### src/snv_regs.svh
`ifndef SNV_REGS_SVH
`define SNV_REGS_SVH

// opcodes
`define SNV_OP_STATUS_STORE 8'h01
`define SNV_OP_PROGRAM      8'h02
`define SNV_OP_READ         8'h03
`define SNV_OP_LATCH_CLEAR  8'h04
`define SNV_OP_STATUS_FETCH 8'h05
`define SNV_OP_LATCH_SET    8'h06
`define SNV_OP_FAST_FETCH   8'h0B
`define SNV_OP_PAGE_ERASE   8'h42
`define SNV_OP_CHIP_ERASE_A 8'h60
`define SNV_OP_CHIP_ERASE_B 8'hC7
`define SNV_OP_POWER_DOWN   8'hB9
`define SNV_OP_DEEP_SLEEP   8'h79
`define SNV_OP_WAKE         8'hAB
`define SNV_OP_NONE         8'h00

// status field positions
`define SNV_SR_BUSY      0
`define SNV_SR_LATCH     1
`define SNV_SR_GUARD_LO  2
`define SNV_SR_GUARD_HI  3
`define SNV_SR_ZERO      4
`define SNV_SR_LOW_STBY  5
`define SNV_SR_AUTO_SLP  6
`define SNV_SR_LOCK      7
`define SNV_SR_NV_MASK   8'hEC
`define SNV_SR_RESET     8'h00

// guarded regions and sizes
`define SNV_GUARD_QTR    14'h3000
`define SNV_GUARD_HALF   14'h2000
`define SNV_ARRAY_TOP    14'h3FFF
`define SNV_PAGE_BYTES   8'h80
`define SNV_MIN_PROGRAM  8'h04
`define SNV_MIN_ERASE    8'h03
`define SNV_MIN_STORE    8'h02

`endif

### src/snv_pkg.sv
package snv_pkg;

    typedef enum logic [6:0] {
        PH_IDLE  = 7'h01,
        PH_OPC   = 7'h02,
        PH_ADDR  = 7'h04,
        PH_DUMMY = 7'h08,
        PH_WDATA = 7'h10,
        PH_RDATA = 7'h20,
        PH_SKIP  = 7'h40
    } snv_phase_type;

    typedef enum logic [2:0] {
        AOP_NONE       = 3'h0,
        AOP_PROGRAM    = 3'h1,
        AOP_PAGE_ERASE = 3'h2,
        AOP_CHIP_ERASE = 3'h3,
        AOP_STATUS     = 3'h4
    } snv_aop_type;

    // block guard decode
    function automatic logic snv_guarded(input logic [1:0] bg, input logic [13:0] a);
        logic r;
        r = 1'b0;
        unique case (bg)
            2'h0: r = 1'b0;
            2'h1: r = (a >= 14'h3000);
            2'h2: r = (a >= 14'h2000);
            2'h3: r = 1'b1;
        endcase
        return r;
    endfunction

endpackage

### src/snv_link_if.sv
`timescale 1ns/10ps
`default_nettype none

interface snv_link_if;
    logic sck_rise;
    logic sck_fall;
    logic cs_rise;
    logic cs_fall;
    logic cs_low;
    logic serial_in_pin;
    logic wp_n;

    modport src (output sck_rise, sck_fall, cs_rise, cs_fall, cs_low, serial_in_pin, wp_n);
    modport dst (input sck_rise, sck_fall, cs_rise, cs_fall, cs_low, serial_in_pin, wp_n);
endinterface

`default_nettype wire

### src/snv_link_sync.sv
`timescale 1ns/10ps
`default_nettype none

module snv_link_sync
    import snv_pkg::*;
(
    // clock and reset
    input  wire logic i_clk,
    input  wire logic i_rst,
    // pins
    input  wire logic i_sck,
    input  wire logic i_cs_n,
    input  wire logic i_sdi,
    input  wire logic i_wp_n,
    // sampled link
    snv_link_if.src   lk
);

    typedef struct packed {
        logic [3:0] s1;
        logic [3:0] s2;
        logic       sck_p;
        logic       cs_n_p;
    } snv_sync_type;

    snv_sync_type q;
    snv_sync_type d;

    always_comb
    begin
        d        = q;
        d.s1     = {i_wp_n, i_sdi, i_cs_n, i_sck};
        d.s2     = q.s1;
        d.sck_p  = q.s2[0];
        d.cs_n_p = q.s2[1];
    end

    always_ff @(posedge i_clk or posedge i_rst)
    begin
        if (i_rst)
            q <= '{s1: 4'hF, s2: 4'hF, sck_p: 1'b1, cs_n_p: 1'b1};
        else
            q <= d;
    end

    // edges of the sampled clock and select, whatever the clock's idle level
    assign lk.sck_rise = q.s2[0] & ~q.sck_p;
    assign lk.sck_fall = ~q.s2[0] & q.sck_p;
    assign lk.cs_fall  = ~q.s2[1] & q.cs_n_p;
    assign lk.cs_rise  = q.s2[1] & ~q.cs_n_p;
    assign lk.cs_low   = ~q.s2[1];
    assign lk.serial_in_pin      = q.s2[2];
    assign lk.wp_n     = q.s2[3];

endmodule

`default_nettype wire

### src/snv_guard.sv
`timescale 1ns/10ps
`default_nettype none

module snv_guard
    import snv_pkg::*;
(
    // status fields and protect pin
    input  wire logic [1:0]  i_bg,
    input  wire logic        i_lock,
    input  wire logic        i_wp_n,
    // target address
    input  wire logic [13:0] i_addr,
    // verdicts
    output logic             o_addr_locked,
    output logic             o_all_locked,
    output logic             o_status_locked
);

    assign o_addr_locked   = snv_guarded(i_bg, i_addr);
    assign o_all_locked    = |i_bg;
    assign o_status_locked = i_lock & ~i_wp_n;

endmodule

`default_nettype wire

### src/snv_top.sv
`timescale 1ns/10ps
`default_nettype none

`include "snv_regs.svh"

module snv_top
    import snv_pkg::*;
(
    // clock and reset
    input  wire logic        I_SYS_CLK,
    input  wire logic        I_RST,
    // serial link pins
    input  wire logic        I_SCK,
    input  wire logic        I_CS_N,
    input  wire logic        I_SERIAL_IN_PIN,
    input  wire logic        I_WP_N,
    output logic             O_SERIAL_OUT_PIN,
    output logic             O_SERIAL_OUT_OE,
    // array side
    input  wire logic [7:0]  I_NV_STATUS,
    input  wire logic [7:0]  I_ARR_RDATA,
    input  wire logic        I_ARR_DONE,
    output logic [15:0]      O_ARR_ADDR,
    output logic [7:0]       O_ARR_WDATA,
    output logic             O_ARR_WSTB,
    output logic             O_ARR_RREQ,
    output logic             O_ARR_START,
    output logic [2:0]       O_ARR_OP,
    // power state
    output logic             O_LOW_STANDBY,
    output logic             O_AUTO_SLEEP,
    output logic             O_POWER_DOWN,
    output logic             O_DEEP_SLEEP
);

    typedef struct packed {
        snv_phase_type phase;
        logic [7:0]    opc;
        logic [7:0]    in_sh;
        logic [2:0]    bit_cnt;
        logic [7:0]    byte_cnt;
        logic [15:0]   addr;
        logic [7:0]    out_sh;
        logic          ld_pend;
        logic          ld_stat;
        logic          serial_out_pin;
        logic          sdo_oe;
        logic [7:0]    sr;
        logic [7:0]    sw_data;
        logic [7:0]    wcnt;
        logic          flushing;
        logic [7:0]    flush_cnt;
        logic [6:0]    flush_idx;
        logic          pd;
        logic          deep;
        logic          init;
        logic [15:0]   arr_addr;
        logic [7:0]    arr_wdata;
        logic          wstb;
        logic          rreq;
        logic          start;
        snv_aop_type   arr_op;
        logic          low_stby;
        logic          auto_slp;
        logic          buf_we;
        logic [6:0]    buf_idx;
        logic [7:0]    buf_wdata;
    } snv_core_type;

    snv_core_type q;
    snv_core_type d;

    logic [7:0]  page_buf [128];
    logic        addr_locked;
    logic        all_locked;
    logic        status_locked;
    logic [7:0]  rx_byte;
    logic [7:0]  status_view;
    logic        wr_ok;
    logic        idle;

    snv_link_if lk ();

    snv_link_sync u_sync (
        .i_clk  (I_SYS_CLK),
        .i_rst  (I_RST),
        .i_sck  (I_SCK),
        .i_cs_n (I_CS_N),
        .i_sdi  (I_SERIAL_IN_PIN),
        .i_wp_n (I_WP_N),
        .lk     (lk)
    );

    snv_guard u_guard (
        .i_bg            (q.sr[`SNV_SR_GUARD_HI:`SNV_SR_GUARD_LO]),
        .i_lock          (q.sr[`SNV_SR_LOCK]),
        .i_wp_n          (lk.wp_n),
        .i_addr          (q.addr[13:0]),
        .o_addr_locked   (addr_locked),
        .o_all_locked    (all_locked),
        .o_status_locked (status_locked)
    );

    // page data held until the command is known complete
    always_ff @(posedge I_SYS_CLK)
    begin
        if (q.buf_we)
            page_buf[q.buf_idx] <= q.buf_wdata;
    end

    assign rx_byte     = {q.in_sh[6:0], lk.serial_in_pin};
    assign status_view = {q.sr[7:5], 1'b0, q.sr[3:0]};
    assign wr_ok       = q.sr[`SNV_SR_LATCH] & ~q.sr[`SNV_SR_BUSY];
    assign idle        = ~lk.cs_low & ~q.sr[`SNV_SR_BUSY] & ~q.pd & ~q.deep;

    always_comb
    begin
        d        = q;
        d.wstb   = 1'b0;
        d.rreq   = 1'b0;
        d.start  = 1'b0;
        d.buf_we = 1'b0;

        // nonvolatile fields come up from the cell image, volatile ones at zero
        if (!q.init)
        begin
            d.init = 1'b1;
            d.sr   = I_NV_STATUS & `SNV_SR_NV_MASK;
        end

        if (I_ARR_DONE)
            d.sr[`SNV_SR_BUSY] = 1'b0;

        // hand the page to the array one byte per cycle, then start it
        if (q.flushing)
        begin
            if (q.flush_cnt != 8'h00)
            begin
                d.wstb      = 1'b1;
                d.arr_addr  = {q.addr[15:7], q.flush_idx};
                d.arr_wdata = page_buf[q.flush_idx];
                d.flush_idx = q.flush_idx + 7'h01;
                d.flush_cnt = q.flush_cnt - 8'h01;
            end
            else
            begin
                d.flushing = 1'b0;
                d.start    = 1'b1;
                d.arr_op   = AOP_PROGRAM;
                d.arr_addr = q.addr;
            end
        end

        // reload the output shifter one cycle after a fetch
        if (q.ld_pend)
        begin
            d.ld_pend = 1'b0;
            d.out_sh  = q.ld_stat ? status_view : I_ARR_RDATA;
        end

        if (!lk.cs_low)
            d.sdo_oe = 1'b0;

        if (lk.cs_fall)
        begin
            d.bit_cnt  = 3'h0;
            d.byte_cnt = 8'h00;
            d.opc      = `SNV_OP_NONE;
            d.wcnt     = 8'h00;
            d.phase    = PH_OPC;
            if (q.deep)
            begin
                d.deep  = 1'b0;
                d.phase = PH_SKIP;
            end
        end
        else if (lk.sck_rise && lk.cs_low && q.phase != PH_IDLE)
        begin
            d.in_sh   = rx_byte;
            d.bit_cnt = q.bit_cnt + 3'h1;
            if (q.bit_cnt == 3'h7)
            begin
                if (q.byte_cnt != 8'hFF)
                    d.byte_cnt = q.byte_cnt + 8'h01;
                unique case (q.phase)
                    PH_OPC:
                    begin
                        d.opc   = rx_byte;
                        d.phase = PH_SKIP;
                        if (q.pd && rx_byte != `SNV_OP_WAKE)
                            d.opc = `SNV_OP_NONE;
                        else
                        begin
                            unique case (rx_byte)
                                `SNV_OP_READ, `SNV_OP_FAST_FETCH,
                                `SNV_OP_PROGRAM, `SNV_OP_PAGE_ERASE:
                                    d.phase = PH_ADDR;
                                `SNV_OP_STATUS_FETCH:
                                begin
                                    d.phase   = PH_RDATA;
                                    d.ld_pend = 1'b1;
                                    d.ld_stat = 1'b1;
                                end
                                `SNV_OP_STATUS_STORE:
                                    d.phase = PH_WDATA;
                                default:
                                    d.phase = PH_SKIP;
                            endcase
                        end
                    end
                    PH_ADDR:
                    begin
                        d.addr = {q.addr[7:0], rx_byte};
                        if (q.byte_cnt == 8'h02)
                        begin
                            unique case (q.opc)
                                `SNV_OP_READ:
                                begin
                                    d.phase    = PH_RDATA;
                                    d.ld_pend  = 1'b1;
                                    d.ld_stat  = 1'b0;
                                    d.rreq     = 1'b1;
                                    d.arr_addr = {q.addr[7:0], rx_byte};
                                    d.addr     = {2'h0, {q.addr[5:0], rx_byte} + 14'h0001};
                                end
                                `SNV_OP_FAST_FETCH:
                                    d.phase = PH_DUMMY;
                                `SNV_OP_PROGRAM:
                                    d.phase = PH_WDATA;
                                default:
                                    d.phase = PH_SKIP;
                            endcase
                        end
                    end
                    PH_DUMMY:
                    begin
                        d.phase    = PH_RDATA;
                        d.ld_pend  = 1'b1;
                        d.ld_stat  = 1'b0;
                        d.rreq     = 1'b1;
                        d.arr_addr = q.addr;
                        d.addr     = {2'h0, q.addr[13:0] + 14'h0001};
                    end
                    PH_WDATA:
                    begin
                        if (q.opc == `SNV_OP_STATUS_STORE)
                            d.sw_data = rx_byte;
                        else
                        begin
                            d.buf_we    = 1'b1;
                            d.buf_idx   = q.addr[6:0] + q.wcnt[6:0];
                            d.buf_wdata = rx_byte;
                            if (q.wcnt != `SNV_PAGE_BYTES)
                                d.wcnt = q.wcnt + 8'h01;
                        end
                    end
                    PH_RDATA:
                    begin
                        d.ld_pend = 1'b1;
                        if (!q.ld_stat)
                        begin
                            d.rreq     = 1'b1;
                            d.arr_addr = q.addr;
                            d.addr     = {2'h0, q.addr[13:0] + 14'h0001};
                        end
                    end
                    PH_SKIP:
                        d.phase = PH_SKIP;
                    default:
                        d.phase = PH_IDLE;
                endcase
            end
        end
        else if (lk.sck_fall && lk.cs_low && q.phase == PH_RDATA)
        begin
            d.serial_out_pin    = q.out_sh[7];
            d.out_sh = {q.out_sh[6:0], 1'b0};
            d.sdo_oe = 1'b1;
        end

        // commands take effect only at a byte-aligned deselect
        if (lk.cs_rise && q.phase != PH_IDLE)
        begin
            d.phase = PH_IDLE;
            if (q.bit_cnt == 3'h0)
            begin
                unique case (q.opc)
                    `SNV_OP_LATCH_SET:
                        d.sr[`SNV_SR_LATCH] = 1'b1;
                    `SNV_OP_LATCH_CLEAR:
                        d.sr[`SNV_SR_LATCH] = 1'b0;
                    `SNV_OP_POWER_DOWN:
                    begin
                        d.pd                = 1'b1;
                        d.sr[`SNV_SR_LATCH] = 1'b0;
                    end
                    `SNV_OP_DEEP_SLEEP:
                        d.deep = 1'b1;
                    `SNV_OP_WAKE:
                        d.pd = 1'b0;
                    `SNV_OP_PROGRAM:
                    begin
                        if (q.byte_cnt >= `SNV_MIN_PROGRAM && wr_ok && !addr_locked)
                        begin
                            d.flushing          = 1'b1;
                            d.flush_cnt         = q.wcnt;
                            d.flush_idx         = q.addr[6:0];
                            d.sr[`SNV_SR_BUSY]  = 1'b1;
                            d.sr[`SNV_SR_LATCH] = 1'b0;
                        end
                    end
                    `SNV_OP_PAGE_ERASE:
                    begin
                        if (q.byte_cnt >= `SNV_MIN_ERASE && wr_ok && !addr_locked)
                        begin
                            d.start             = 1'b1;
                            d.arr_op            = AOP_PAGE_ERASE;
                            d.arr_addr          = q.addr;
                            d.sr[`SNV_SR_BUSY]  = 1'b1;
                            d.sr[`SNV_SR_LATCH] = 1'b0;
                        end
                    end
                    `SNV_OP_CHIP_ERASE_A, `SNV_OP_CHIP_ERASE_B:
                    begin
                        if (wr_ok && !all_locked)
                        begin
                            d.start             = 1'b1;
                            d.arr_op            = AOP_CHIP_ERASE;
                            d.arr_addr          = 16'h0000;
                            d.sr[`SNV_SR_BUSY]  = 1'b1;
                            d.sr[`SNV_SR_LATCH] = 1'b0;
                        end
                    end
                    `SNV_OP_STATUS_STORE:
                    begin
                        if (q.byte_cnt >= `SNV_MIN_STORE && wr_ok && !status_locked)
                        begin
                            d.sr = (q.sw_data & `SNV_SR_NV_MASK)
                                 | (q.sr & ~`SNV_SR_NV_MASK);
                            d.sr[`SNV_SR_BUSY] = 1'b1;
                            d.start            = 1'b1;
                            d.arr_op           = AOP_STATUS;
                            d.arr_wdata        = q.sw_data & `SNV_SR_NV_MASK;
                        end
                    end
                    default:
                        d.phase = PH_IDLE;
                endcase
            end
        end

        d.low_stby = idle & q.sr[`SNV_SR_LOW_STBY] & ~q.sr[`SNV_SR_AUTO_SLP];
        d.auto_slp = idle & q.sr[`SNV_SR_AUTO_SLP];
    end

    always_ff @(posedge I_SYS_CLK or posedge I_RST)
    begin
        if (I_RST)
        begin
            q          <= '0;
            q.phase    <= PH_IDLE;
            q.arr_op   <= AOP_NONE;
            q.sr       <= `SNV_SR_RESET;
        end
        else
            q <= d;
    end

    assign O_SERIAL_OUT_PIN = q.serial_out_pin;
    assign O_SERIAL_OUT_OE  = q.sdo_oe;
    assign O_ARR_ADDR       = q.arr_addr;
    assign O_ARR_WDATA      = q.arr_wdata;
    assign O_ARR_WSTB       = q.wstb;
    assign O_ARR_RREQ       = q.rreq;
    assign O_ARR_START      = q.start;
    assign O_ARR_OP         = q.arr_op;
    assign O_LOW_STANDBY    = q.low_stby;
    assign O_AUTO_SLEEP     = q.auto_slp;
    assign O_POWER_DOWN     = q.pd;
    assign O_DEEP_SLEEP     = q.deep;

endmodule

`default_nettype wire

### config.mk
export PLATFORM = sky130hd
export DESIGN_NAME = snv_top
export DESIGN_NICKNAME = d
export VERILOG_FILES = /design/src/snv_pkg.sv /design/src/snv_link_if.sv /design/src/snv_link_sync.sv /design/src/snv_guard.sv /design/src/snv_top.sv
export VERILOG_INCLUDE_DIRS = /design/src
export SDC_FILE = /design/constraint.sdc
export NUM_CORES = 2
export LEC_CHECK = 0
export BUFFER_PORTS_ARGS = -buffer_cell sky130_fd_sc_hd__buf_2
export CELL_PAD_IN_SITES_DETAIL_PLACEMENT = 0
export CELL_PAD_IN_SITES_GLOBAL_PLACEMENT = 2
export CORE_MARGIN = 1
export CORE_UTILIZATION = 51
export DETAILED_ROUTE_END_ITERATION = 8
export HOLD_SLACK_MARGIN = 0.12
export PLACE_DENSITY = 0.88
export SLEW_MARGIN = 10
export SYNTH_ARGS = -nofsm -noshare
export SYNTH_HDL_FRONTEND = slang
export SYNTH_HIERARCHICAL = 1
export SYNTH_SLANG_ARGS = --single-unit
### constraint.sdc
create_clock -name I_SYS_CLK -period 16.2 [get_ports I_SYS_CLK]
set_input_delay 4.86 -clock I_SYS_CLK [delete_from_list [all_inputs] [get_ports I_SYS_CLK]]
set_output_delay 4.86 -clock I_SYS_CLK [all_outputs]
set_load 0.01 [all_outputs]
==> impl_metrics.env <==
export IMPL_grt_setup_unrepaired="no"
export IMPL_hpwl_um=73100
export IMPL_placedCellCount=4251
export IMPL_end_kind="output pin"
export IMPL_grt_use_total_pct=24.6
export IMPL_die_width_um=312
export IMPL_ctsRootBufferMaster="clkbuf_16"
export IMPL_crit_cells=1
export IMPL_peakVddDrop_uv=89.8
export IMPL_fillers=7141
export IMPL_critPathLaunchType="flip-flop"
export IMPL_drt_total_wl_um=120000
export IMPL_timing_reg2reg_setup_slack_ps=10540
export IMPL_hold_viol_final=0
export IMPL_reg2reg_depth=10
export IMPL_yosys_warnings=6
export IMPL_h_tree_depth=3
export IMPL_max_cap_viol_count=0
export IMPL_path_cells="buf_2"
export IMPL_fin_crit_ps=6270
export IMPL_p_int_w=0.00491
export IMPL_cts_sinks=1182
export IMPL_path_buf_inv=1
export IMPL_cts_resized=0
export IMPL_std_cell_rows=113
export IMPL_io_pins=59
export IMPL_area_delta_synth_final_pct=10.7
export IMPL_clockBufferDepth=3
export IMPL_synthTopCellsByArea="edfxtp_1 (63%), dfrtp_1 (7.5%), mux4_2 (6.3%), mux2i_1 (5.9%), nor2_1 (1.8%)"
export IMPL_sw_frac_of_total_pct=20.1
export IMPL_antenna_found_initial=0
export IMPL_critPathTopFamily="flip-flops"
export IMPL_synthMuxAreaShare_pct=13.0
export IMPL_die_h_um=312
export IMPL_start_util_pct=51.6
export IMPL_syn_nets=3128
export IMPL_synth_compound_area_share_pct=6.12
export IMPL_synth_top_family_by_area="multiplexers"
export IMPL_first_global_vias=27624
export IMPL_drive_gt1_share_pct=16.1
export IMPL_yosys_area_share_simple_pct=6.50
export IMPL_tritoncts="yes"
export IMPL_p_leak_nw=18.1
export IMPL_startpoint="O_POWER_DOWN$_DFFE_PP0P_"
export IMPL_yosysTopAreaCell="edfxtp_1"
export IMPL_dp_slack_ps=9680
export IMPL_finalCritPeriodShare_pct=38.7
export IMPL_status="finished clean"
export IMPL_synth_top_area_share_pct=62.6
export IMPL_synth_common_cells="edfxtp_1 (1024), mux2i_1 (288), nor2_1 (235)"
export IMPL_power_w=0.00614
export IMPL_cts_hold_buffers_added=0
export IMPL_drc=0
export IMPL_min_delay_path_class="flip-flop to flip-flop"
export IMPL_setup_tns_ps=0
export IMPL_clk_pin_slew_ps=60
export IMPL_synth_most_common_cell="edfxtp_1"
export IMPL_cp_slowest_cell="dfrtp_1"
export IMPL_slowest_delay_ps=520
export IMPL_syn_instance_count=3085
export IMPL_ys_flop_type="edfxtp_1"
export IMPL_synth_async_reset_ratio_pct=13.4
export IMPL_synthAdderAreaFrac_pct=0.525
export IMPL_clk_latency_ps=730
export IMPL_synth_cell_types=89
export IMPL_finalSetupViolations=0
export IMPL_gp_congestion=0.869
export IMPL_die_area_um2=97500
export IMPL_combPwrFrac_pct=1.0
export IMPL_viasPerCell=6.24
export IMPL_multi_input_area_um2=13300
export IMPL_cts_made_buffers=117
export IMPL_fin_ws_ps=9930
export IMPL_cp_endpoint="O_POWER_DOWN"
export IMPL_critPathKind="flip-flop to output pin"
export IMPL_slew_headroom_pct=21.0
export IMPL_drtIter0Drc=3457
export IMPL_syn_area_um2=49100
export IMPL_nNetsFinal=3148
export IMPL_cts_setup_buffers=0
export IMPL_timing_hold_ws_ps=357
export IMPL_critPathArrivalTime_ps=1410
export IMPL_fin_cells=4471
export IMPL_p_sw_w=0.00123
export IMPL_critPathMaxFanout=5
export IMPL_synth_xor_area_share_pct=0.785
export IMPL_syn_avg_cell_area_um2=15.9
export IMPL_grt_first_pass_wirelength_um=178000
export IMPL_vias=27878
export IMPL_core_area_um2=95200
export IMPL_regArea_um2=34800
export IMPL_slew_viol_final=0
export IMPL_critPathRequiredTime_ps=11340
export IMPL_grt_overflow_total=0
export IMPL_seqPwrFrac_pct=53.8
export IMPL_worst_pin_slew_ps=1180
export IMPL_portBuffers=55
export IMPL_synth_ff_latch_count=1182
export IMPL_first_pass_iters=7
export IMPL_clock_skew_final_ps=69.7
export IMPL_power_density_nw_per_um2=113
export IMPL_reg2reg_to="O_ARR_WDATA[1]$_DFF_PP0_"
export IMPL_synth_edf_count=1024
export IMPL_clkPwrFrac_pct=45.2
export IMPL_ant_nets=0
export IMPL_antenna_cells=0
export IMPL_fmax_ghz=0.159
export IMPL_r2r_start="q[51]$_DFF_PP0_"
export IMPL_seq_area_frac_synth_pct=70.7
export IMPL_detail_route_wl_per_cell_um=26.8
export IMPL_grt_max_degree=102
how the worst min path moves through the flow:
stage                     startpoint                        to  slack [ps]  cells past startpoint
5_1_grt        u_sync/d[5]$_DFF_PP1_  u_sync/lk.wp_n$_DFF_PP1_         360                      0
4_1_cts        u_sync/d[5]$_DFF_PP1_  u_sync/lk.wp_n$_DFF_PP1_         360                      0
2_1_floorplan  u_sync/d[3]$_DFF_PP1_     u_sync/d[0]$_DFF_PP1_         350                      0
3_3_place_gp   u_sync/d[5]$_DFF_PP1_  u_sync/lk.wp_n$_DFF_PP1_         350                      0
3_5_place_dp   u_sync/d[3]$_DFF_PP1_     u_sync/d[0]$_DFF_PP1_         350                      0
6_report       u_sync/d[5]$_DFF_PP1_  u_sync/lk.wp_n$_DFF_PP1_         360                      0
logic make-up after synthesis:
| kind of cell | Yosys count |
|---|---|
| other | 1 |
| multiplexers | 462 |
| buffers and inverters | 235 |
| flip-flops | 1182 |
| adder cells (fa/ha/maj) | 20 |
| XOR/XNOR | 44 |
| AO/OA/AOI/OAI | 467 |
| AND/OR/NAND/NOR | 674 |
cell type report:
cell class | instances | share of cell area, %
flip-flops and latches | 1182 | 63.9
well taps | 1265 | 2.91
clock inverters | 70 | 1.53
clock buffers | 150 | 5.78
repair buffers | 104 | 1.18
multi-input cells | 1668 | 24.4
inverters | 32 | 0.235
per-stage QoR:
step | instance area [µm²] | util, %
6_report | 54400 | 57.1
5_1_grt | 54400 | 57.1
4_1_cts | 54300 | 57.1
3_5_place_dp | 50400 | 52.9
3_3_place_gp | 50400 | 52.9
2_1_floorplan | 49100 | -
registers in the layout (all words and copies together), names as in the netlist:
register and flops:
u_sync/lk.serial_in_pin 1, O_AUTO_SLEEP 1, O_LOW_STANDBY 1, u_sync/q 2, O_ARR_ADDR 16, page_buf 1024
O_POWER_DOWN 1, u_sync/lk.wp_n 1, O_ARR_WDATA 8, u_sync/d 6, O_SERIAL_OUT_OE 1, O_ARR_START 1
O_ARR_OP 3, q 112, O_ARR_RREQ 1, O_ARR_WSTB 1, O_DEEP_SLEEP 1, O_SERIAL_OUT_PIN 1
power groups by stage:
stage	Combinational (W)	Sequential [W]	Clock (W)
4_1_cts	0.0000615	0.00330	0.00281
3_3_place_gp	0.0000603	0.00337	0
6_report	0.0000615	0.00331	0.00278
2_1_floorplan	0.0000557	0.00334	0
5_1_grt	0.0000697	0.00330	0.00293
3_5_place_dp	0.0000613	0.00337	0
layout by cell type, fill, tap and decap left out, types with 16 or more instances in the layout:
cell type / n
o22ai_1: 25
clkbuf_1: 26
xnor2_1: 21
buf_2: 55
a22oi_1: 77
clkinv_2: 21
mux2_2: 37
a21oi_1: 125
nor2b_1: 18
clkbuf_16: 119
a211oi_1: 19
mux4_2: 137
inv_1: 29
buf_4: 49
nand2_1: 171
nand2b_1: 16
nand4_1: 29
edfxtp_1: 1024
dfrtp_1: 135
xor2_1: 23
mux2i_1: 288
nor2_1: 234
a31oi_1: 18
nand3_1: 89
a22o_1: 16
ha_1: 19
nor3_1: 36
o21ai_0: 92
routing by layer:
metal	GRT usage [%]	wire, µm	part of all wire [%]	vias to the layer above
li1	-	-	-	12085
met1	34.2	49100	41	14331
met2	40.0	58400	49	1232
met3	3.48	8550	7.1	230
met4	8.43	3720	3.1	0
met5	0	0	0	-
Note: power is estimated with default switching activity, not from simulation.
